### src/rtl/flash_regs_consts.vh
// register offsets, field positions and reset values for the flash driver register slice
`ifndef FLASH_REGS_CONSTS_VH
`define FLASH_REGS_CONSTS_VH
`define ADDR_PWM_INDICATOR   8'h09
`define ADDR_CONV_HIGH       8'h0a
`define ADDR_CONV_LOW        8'h0b
`define ADDR_LOWEST_CURRENT  8'h0e
`define PWM_RESET            8'h00
`define LOWEST_RESET         8'h00
`define BIT_LOAD_BALANCE     4
`define BIT_CONST_V          5
`define BALANCE_PERCENT      8'h0f
`define PERCENT_FULL         8'h64
`define MODE_OFF             2'h0
`endif

### src/rtl/lowest_current_tracker.v
// tracks the lowest first-output current during an undervoltage reduction
`include "flash_regs_consts.vh"
module lowest_current_tracker #(
  parameter WIDTH = 8
) (
  input  wire             mclk,
  input  wire             rst_n,
  input  wire             cycle_active,
  input  wire             uv_reduction,
  input  wire [WIDTH-1:0] source1_current,
  output reg  [WIDTH-1:0] lowest
);
  reg             was_active;
  reg             reduced_now;
  reg [WIDTH-1:0] running_min;

  // ===========================================
  // capture
  // ===========================================
  always @(posedge mclk or negedge rst_n) begin
    if (!rst_n) begin
      was_active  <= 1'b0;
      reduced_now <= 1'b0;
      running_min <= {WIDTH{1'b1}};
      lowest      <= `LOWEST_RESET;
    end else begin
      was_active <= cycle_active;
      if (cycle_active && !was_active) begin
        reduced_now <= uv_reduction;
        running_min <= source1_current;
      end else if (cycle_active) begin
        if (uv_reduction)
          reduced_now <= 1'b1;
        if (source1_current < running_min)
          running_min <= source1_current;
      end
      // publish at end of cycle; value held until next cycle ends
      if (!cycle_active && was_active) begin
        if (reduced_now || uv_reduction)
          lowest <= running_min;
        else
          lowest <= `LOWEST_RESET;
      end
    end
  end
endmodule

### src/rtl/flash_driver_status_regs.v
// register slice: pwm/indicator upper bits, conversion result, lowest current record
`include "flash_regs_consts.vh"
module flash_driver_status_regs #(
  parameter CUR_W  = 8,
  parameter RAMP_W = 4
) (
  input  wire              mclk,
  input  wire              rst_n,
  input  wire              reg_wr,
  input  wire              reg_rd,
  input  wire [7:0]        reg_addr,
  input  wire [7:0]        reg_wdata,
  output reg  [7:0]        reg_rdata,
  output reg               reg_rvalid,
  input  wire [1:0]        mode_setting,
  input  wire [CUR_W-1:0]  source1_current_setting,
  input  wire [CUR_W-1:0]  source2_current_setting,
  input  wire [9:0]        conversion_result,
  input  wire              uv_reduction,
  input  wire [CUR_W-1:0]  first_output_current,
  input  wire              flash_active,
  input  wire              balance_request_up,
  input  wire              balance_request_down,
  output reg               fixed_voltage_5v,
  output reg               balance_enable,
  output reg  [CUR_W-1:0]  source1_drive,
  output reg  [CUR_W-1:0]  source2_drive,
  output reg  [2:0]        pwm_low_bits,
  output reg               freq_switch
);
  reg  [1:0]       rst_sync;
  wire             rst_ok_n = rst_sync[1];
  reg  [7:0]       pwm_indicator_control;
  wire [CUR_W-1:0] lowest;
  reg  [CUR_W-1:0] target1;
  reg  [CUR_W-1:0] target2;
  reg  [CUR_W-1:0] trim1;
  reg  [CUR_W-1:0] next_src1;
  reg  [CUR_W-1:0] next_src2;
  reg  [CUR_W-1:0] limit1;
  reg  [CUR_W-1:0] adj1;
  reg  [CUR_W+7:0] lim_prod;
  reg  [RAMP_W-1:0] ramp_div;
  reg              ramp_tick;
  reg              trim_dir;
  wire             const_v = pwm_indicator_control[`BIT_CONST_V];
  wire             balance = pwm_indicator_control[`BIT_LOAD_BALANCE];
  reg  [CUR_W-1:0] trim_used;
  reg  [CUR_W-1:0] next_trim;
  reg              next_dir;
  reg              trim_up;
  reg              trim_down;
  reg  [7:0]       next_rdata;
  wire             hit_pwm;
  wire             hit_high;
  wire             hit_low;
  wire             hit_lowest;
  wire [2*CUR_W-1:0] goal_flat;
  wire [2*CUR_W-1:0] now_flat;
  wire [2*CUR_W-1:0] step_flat;
  genvar           ch;

  // ===========================================
  // reset release
  // ===========================================
  always @(posedge mclk or negedge rst_n) begin
    if (!rst_n)
      rst_sync <= 2'b00;
    else
      rst_sync <= {rst_sync[0], 1'b1};
  end

  // ===========================================
  // register writes
  // ===========================================
  always @(posedge mclk or negedge rst_ok_n) begin
    if (!rst_ok_n) begin
      pwm_indicator_control <= `PWM_RESET;
    end else if (reg_wr && reg_addr == `ADDR_PWM_INDICATOR) begin
      pwm_indicator_control <= reg_wdata;
    end
    // result and lowest-current addresses have no write path
  end

  // ===========================================
  // register reads
  // ===========================================
  assign hit_pwm    = (reg_addr == `ADDR_PWM_INDICATOR);
  assign hit_high   = (reg_addr == `ADDR_CONV_HIGH);
  assign hit_low    = (reg_addr == `ADDR_CONV_LOW);
  assign hit_lowest = (reg_addr == `ADDR_LOWEST_CURRENT);

  // unmapped addresses read as zero
  always @* begin
    next_rdata = 8'h00;
    if (hit_pwm)
      next_rdata = pwm_indicator_control;
    else if (hit_high)
      next_rdata = conversion_result[9:2];
    else if (hit_low)
      next_rdata = {6'h00, conversion_result[1:0]};
    else if (hit_lowest)
      next_rdata = lowest;
  end

  // read data holds between reads; no capture of the two result halves together
  always @(posedge mclk or negedge rst_ok_n) begin
    if (!rst_ok_n) begin
      reg_rdata  <= 8'h00;
      reg_rvalid <= 1'b0;
    end else begin
      reg_rvalid <= reg_rd;
      if (reg_rd)
        reg_rdata <= next_rdata;
    end
  end

  // ===========================================
  // lowest current capture
  // ===========================================
  // host reads may race the update; a flash-end read is stable
  lowest_current_tracker #(
    .WIDTH (CUR_W)
  ) u_tracker (
    .mclk            (mclk),
    .rst_n           (rst_ok_n),
    .cycle_active    (flash_active),
    .uv_reduction    (uv_reduction),
    .source1_current (first_output_current),
    .lowest          (lowest)
  );

  // ===========================================
  // ramp divider
  // ===========================================
  // ramp steps one code per tick so a normal turn-on is soft
  always @(posedge mclk or negedge rst_ok_n) begin
    if (!rst_ok_n) begin
      ramp_div  <= {RAMP_W{1'b0}};
      ramp_tick <= 1'b0;
    end else begin
      ramp_div  <= ramp_div + 1'b1;
      ramp_tick <= &ramp_div;
    end
  end

  // ===========================================
  // current targets
  // ===========================================
  always @* begin
    if (mode_setting == `MODE_OFF) begin
      target1 = {CUR_W{1'b0}};
      target2 = {CUR_W{1'b0}};
    end else begin
      target1 = source1_current_setting;
      target2 = source2_current_setting;
    end
  end

  // ===========================================
  // balance limit
  // ===========================================
  // floor of the percentage, so a very small set current gets no trim
  always @* begin
    lim_prod = target1 * `BALANCE_PERCENT / `PERCENT_FULL;
    limit1   = lim_prod[CUR_W-1:0];
  end

  // ===========================================
  // balance trim
  // ===========================================
  // requests move the trim one code per tick; conflicting requests hold it still
  always @* begin
    trim_up   = balance_request_up && !balance_request_down;
    trim_down = balance_request_down && !balance_request_up;
    next_trim = trim1;
    next_dir  = trim_dir;
    if (!balance) begin
      next_trim = {CUR_W{1'b0}};
      next_dir  = 1'b0;
    end else if (trim1 > limit1) begin
      next_trim = limit1;
    end else if (ramp_tick && (trim_up || trim_down)) begin
      if (trim1 == {CUR_W{1'b0}})
        next_dir = trim_up;
      if (trim1 == {CUR_W{1'b0}} || trim_dir == trim_up) begin
        if (trim1 < limit1)
          next_trim = trim1 + 1'b1;
      end else begin
        next_trim = trim1 - 1'b1;
      end
    end
  end

  always @(posedge mclk or negedge rst_ok_n) begin
    if (!rst_ok_n) begin
      trim1    <= {CUR_W{1'b0}};
      trim_dir <= 1'b0;
    end else begin
      trim1    <= next_trim;
      trim_dir <= next_dir;
    end
  end

  // a falling set current lowers the limit at once, so the trim is clamped here too
  always @* begin
    trim_used = (trim1 > limit1) ? limit1 : trim1;
    if (!balance)
      adj1 = target1;
    else if (trim_dir)
      adj1 = (target1 > {CUR_W{1'b1}} - trim_used) ? {CUR_W{1'b1}} : target1 + trim_used;
    else
      adj1 = (trim_used > target1) ? {CUR_W{1'b0}} : target1 - trim_used;
  end

  // ===========================================
  // source drive
  // ===========================================
  // one stepper per source; trim reaches source 1 only
  assign goal_flat = {target2, adj1};
  assign now_flat  = {source2_drive, source1_drive};

  generate
    for (ch = 0; ch < 2; ch = ch + 1) begin : g_step
      wire [CUR_W-1:0] goal_ch = goal_flat[ch*CUR_W +: CUR_W];
      wire [CUR_W-1:0] now_ch  = now_flat[ch*CUR_W +: CUR_W];
      reg  [CUR_W-1:0] step_ch;
      always @* begin
        step_ch = now_ch;
        if (const_v)
          step_ch = goal_ch;
        else if (ramp_tick && now_ch < goal_ch)
          step_ch = now_ch + 1'b1;
        else if (ramp_tick && now_ch > goal_ch)
          step_ch = now_ch - 1'b1;
      end
      assign step_flat[ch*CUR_W +: CUR_W] = step_ch;
    end
  endgenerate

  always @* begin
    next_src1 = step_flat[CUR_W-1:0];
    next_src2 = step_flat[2*CUR_W-1:CUR_W];
  end

  // ===========================================
  // registered outputs
  // ===========================================
  always @(posedge mclk or negedge rst_ok_n) begin
    if (!rst_ok_n) begin
      source1_drive <= {CUR_W{1'b0}};
      source2_drive <= {CUR_W{1'b0}};
    end else begin
      source1_drive <= next_src1;
      source2_drive <= next_src2;
    end
  end

  // mode bits follow the register one cycle late
  always @(posedge mclk or negedge rst_ok_n) begin
    if (!rst_ok_n) begin
      fixed_voltage_5v <= 1'b0;
      balance_enable   <= 1'b0;
      pwm_low_bits     <= 3'h0;
      freq_switch      <= 1'b0;
    end else begin
      fixed_voltage_5v <= const_v;
      balance_enable   <= balance;
      pwm_low_bits     <= pwm_indicator_control[2:0];
      freq_switch      <= pwm_indicator_control[3];
    end
  end
endmodule

### config.mk
export PLATFORM = sky130hd
export DESIGN_NAME = flash_driver_status_regs
export DESIGN_NICKNAME = d
export VERILOG_FILES = /design/src/rtl/lowest_current_tracker.v /design/src/rtl/flash_driver_status_regs.v
export VERILOG_INCLUDE_DIRS = /design/src /design/src/rtl
export SDC_FILE = /design/constraint.sdc
export NUM_CORES = 1
export LEC_CHECK = 0
export CORE_UTILIZATION = 40
export CTS_CLUSTER_DIAMETER = 120
export DETAILED_ROUTE_END_ITERATION = 10
export DONT_BUFFER_PORTS = 1
export RECOVER_POWER = 25
export SETUP_SLACK_MARGIN = 0.1
export SLEW_MARGIN = 10
export SYNTH_ARGS = -nofsm -noshare
export SYNTH_HDL_FRONTEND = slang
export SYNTH_SLANG_ARGS = --single-unit
### constraint.sdc
create_clock -name mclk -period 5.5 [get_ports mclk]
set_clock_uncertainty 0.15 [all_clocks]
set_input_delay 1.1 -clock mclk [delete_from_list [all_inputs] [get_ports mclk]]
set_output_delay 1.1 -clock mclk [all_outputs]
set_load 0.02 [all_outputs]
==> impl_metrics.py <==
metrics = {
    "synthesis": {
        "postSynthAreaPerCell_um2": 8.57,
        "yosysTopAreaCell": "dfrtp_1",
        "yosysMostFrequentCell": "a21oi_1",
        "synth_area_leaders": "dfrtp_1 (22%), ha_1 (14%), a21oi_1 (5.8%)",
        "synth_xor_area_frac": 0.0581,
        "synth_top_family_by_area": "compound AO/OA/AOI/OAI gates",
        "synthAdderAreaFrac": 0.181,
        "ys_seq_elements": 73,
        "synth-main-ff-cell": "dfrtp_1",
        "ys_warn_count": 0,
        "synth_top_area_frac": 0.223,
        "yosys.area_share.simple": 0.164,
        "synthMuxAreaShare": 0.0590,
        "yosysUniqueCellTypes": 84,
        "synthCells": 852,
        "synth_edf_count": 0,
        "ys_seq_area_frac": 0.252,
        "synth_compound_area_frac": 0.236,
        "synth_area_um2": 7300,
        "synthArstFlopShare": 1.00,
        "synth_common_cells": "a21oi_1 (84), ha_1 (83), nor2_1 (80), dfrtp_1 (65), nand2_1 (59)",
    },
    "layout": {
        "fin_nets": 1218,
        "final_cells": 1296,
        "multiInputGateArea_um2": 5750,
        "layout-drive-gt1-share": 0.370,
        "fin_area_um2": 10100,
        "regArea_um2": 1840,
        "diodes": 0,
        "fillCellCount": 1620,
        "area_delta_synth_final_pct": 38.9,
    },
    "run": {
        "cap_violations": 1,
    },
    "outcome": {
        "outcome": "complete, but fails checks",
        "failed_checks": "capacitance limit, slew limit, setup timing",
    },
    "sta": {
        "fmax_mhz": 85.3,
        "tightest_slew_ps": 3890,
        "fin_ws_ps": -6220,
        "slew_viol_final": 72,
        "fin_crit_sh": 2.13,
        "post-route-min-period_ps": 11720,
        "finalSetupViolCount": 17,
        "grt_setup_unrepaired": "true",
        "hold_viol": 0,
        "relSlewSlack": -1.59,
    },
    "floorplan": {
        "initial_core_util": 0.408,
        "die_area_um2": 18800,
        "core_area_um2": 17900,
        "io_pins": 91,
        "die_h_um": 137,
        "die_x_um": 137,
        "rows": 49,
    },
    "global_route": {
        "antenna_found_initial": 0,
        "grt_pass1_wl_mm": 33.0,
        "first_global_vias": 7023,
        "track_usage": 0.223,
        "grt_overflow": 0,
        "grt_max_degree": 72,
    },
    "detailed_routing": {
        "wl_per_cell_um": 15.7,
        "firstDrtPassIters": 5,
        "vias": 6951,
        "avgViaCountPerCell": 5.36,
        "drt_iter0_drc": 329,
        "drcViolationCount": 0,
        "drt_wl_total_mm": 20.4,
        "ant_nets": 0,
    },
    "cts": {
        "clock-root-buffer": "clkbuf_16",
        "clock_path_buffers": 2,
        "cts_tree": "built",
        "htree_num_levels": 3,
        "clock_sinks": 73,
        "clk_latency_ps": 340,
        "cts_buffers": 9,
        "clk_pin_slew_ps": 60,
    },
    "worst_setup_path": {
        "arrival_ps": 11840,
        "cp_slowest_cell": "fa_1",
        "critPathLaunchType": "input pin",
        "rr_worst_depth": 38,
        "crit_start": "mode_setting[1]",
        "cp_common_cell": "a21oi_2",
        "crit_required_ps": 5620,
        "worstReg2RegStart": "trim1[1]$_DFFE_PN0P_",
        "crit_fanout": 8,
        "cp-end-kind": "flip-flop",
        "worst-r2r-setup-slack_ps": -1190,
        "path_class": "in2reg",
        "cp_slowest_stage_delay_ps": 500,
        "cp-endpoint": "source1_drive[7]$_DFFE_PN0P_",
        "reg2reg_to": "source1_drive[7]$_DFFE_PN0P_",
    },
    "placement": {
        "dpl_cell_area_um2": 9060,
        "portBuffers": 0,
        "dp.cells": 1238,
        "dp_hpwl_mm": 15.2,
        "globalplace.congestion": 0.888,
    },
    "hold_path": {
        "min_path_type": "reg2reg",
    },
}
## final cells by class
cell class	count	area share
Sequential cell	73	0.181
Timing Repair Buffer	226	0.172
Tap cell	229	0.0283
Clock inverter	6	0.00666
Multi-Input combinational cell	694	0.567
Inverter	58	0.0222
Clock buffer	10	0.0226
## worst min path at each step
stage / end / depth (start not counted) / from / slack (ps)
finish: rst_sync[1]$_DFF_PN0_ / 0 / rst_sync[0]$_DFF_PN0_ / 200
global route: rst_sync[1]$_DFF_PN0_ / 0 / rst_sync[0]$_DFF_PN0_ / 210
CTS: rst_sync[1]$_DFF_PN0_ / 0 / rst_sync[0]$_DFF_PN0_ / 200
detailed placement: rst_sync[1]$_DFF_PN0_ / 0 / rst_sync[0]$_DFF_PN0_ / 190
global placement: rst_sync[1]$_DFF_PN0_ / 0 / rst_sync[0]$_DFF_PN0_ / 180
floorplan: rst_sync[1]$_DFF_PN0_ / 0 / rst_sync[0]$_DFF_PN0_ / 180
## critical path: cells and delay by family
| kind | cells | cell delay [ps] |
|---|---|---|
| AO/OA/AOI/OAI | 30 | 4510 |
| adder cells (fa/ha/maj) | 9 | 2500 |
| multiplexers | 3 | 740 |
| buffers and inverters | 7 | 800 |
| XOR/XNOR | 3 | 550 |
| AND/OR/NAND/NOR | 12 | 1610 |
## per-layer routing
layer	track usage	vias up	part of all wire
li1	-	3457	-
met1	0.280	3274	0.45
met2	0.380	193	0.48
met3	0.0467	27	0.060
met4	0.0672	0	0.015
met5	0	-	0
## flip-flops by register name (all words and copies together), names as in the netlist, 2 cells and up
name                   count
pwm_indicator_control      8
reg_rdata                  8
source1_drive              8
source2_drive              8
trim1                      8
u_tracker.lowest           8
u_tracker.running_min      8
ramp_div                   4
pwm_low_bits               3
rst_sync                   2
## cells in the final DEF, fill, tap and decap left out, types with 10 or more instances in the layout
cell	instances
a21o_1	19
a21oi_1	65
a21oi_2	19
a22o_1	10
buf_4	210
buf_6	15
dfrtp_1	64
fa_1	10
ha_1	72
inv_1	48
mux2_2	25
mux2i_1	10
nand2_1	52
nand3_1	17
nor2_1	75
nor2b_1	14
o211ai_1	11
o21ai_0	33
o21ai_1	16
o21bai_1	14
xnor2_1	22
xor2_1	13
## stage by stage
stage / hold slack (ps) / worst slack [ps] / util / setup TNS (ps)
after floorplan: 181 / -6830 / - / -69960
final: 199 / -6220 / 0.566 / -64370
after detailed placement: 190 / -6940 / 0.506 / -76210
after CTS: 202 / -6170 / 0.546 / -62750
after global placement: 185 / -6800 / 0.506 / -74020
after global routing: 210 / -6890 / 0.566 / -72910
## repair_timing
item	in CTS	in global routing
endpoints found under the setup margin	17	17
endpoints found under the hold margin	0	0
pin swaps	44	56
cloned	1	1
setup buffers	25	15
gates resized for setup	53	58
hold buffers	0	0
## cells by family (layout without fill, tap and decap cells)
family	after synthesis	count (layout)
other cells	2	5
simple gates	247	247
fa+ha+maj	98	98
buf+inv	89	300
mux	39	39
compound gates	259	259
flops	73	73
xor+xnor	45	46
Power is left out: the tool's default activity adds up to more than one toggle a clock period on the data nets, which glitch-free logic cannot reach.
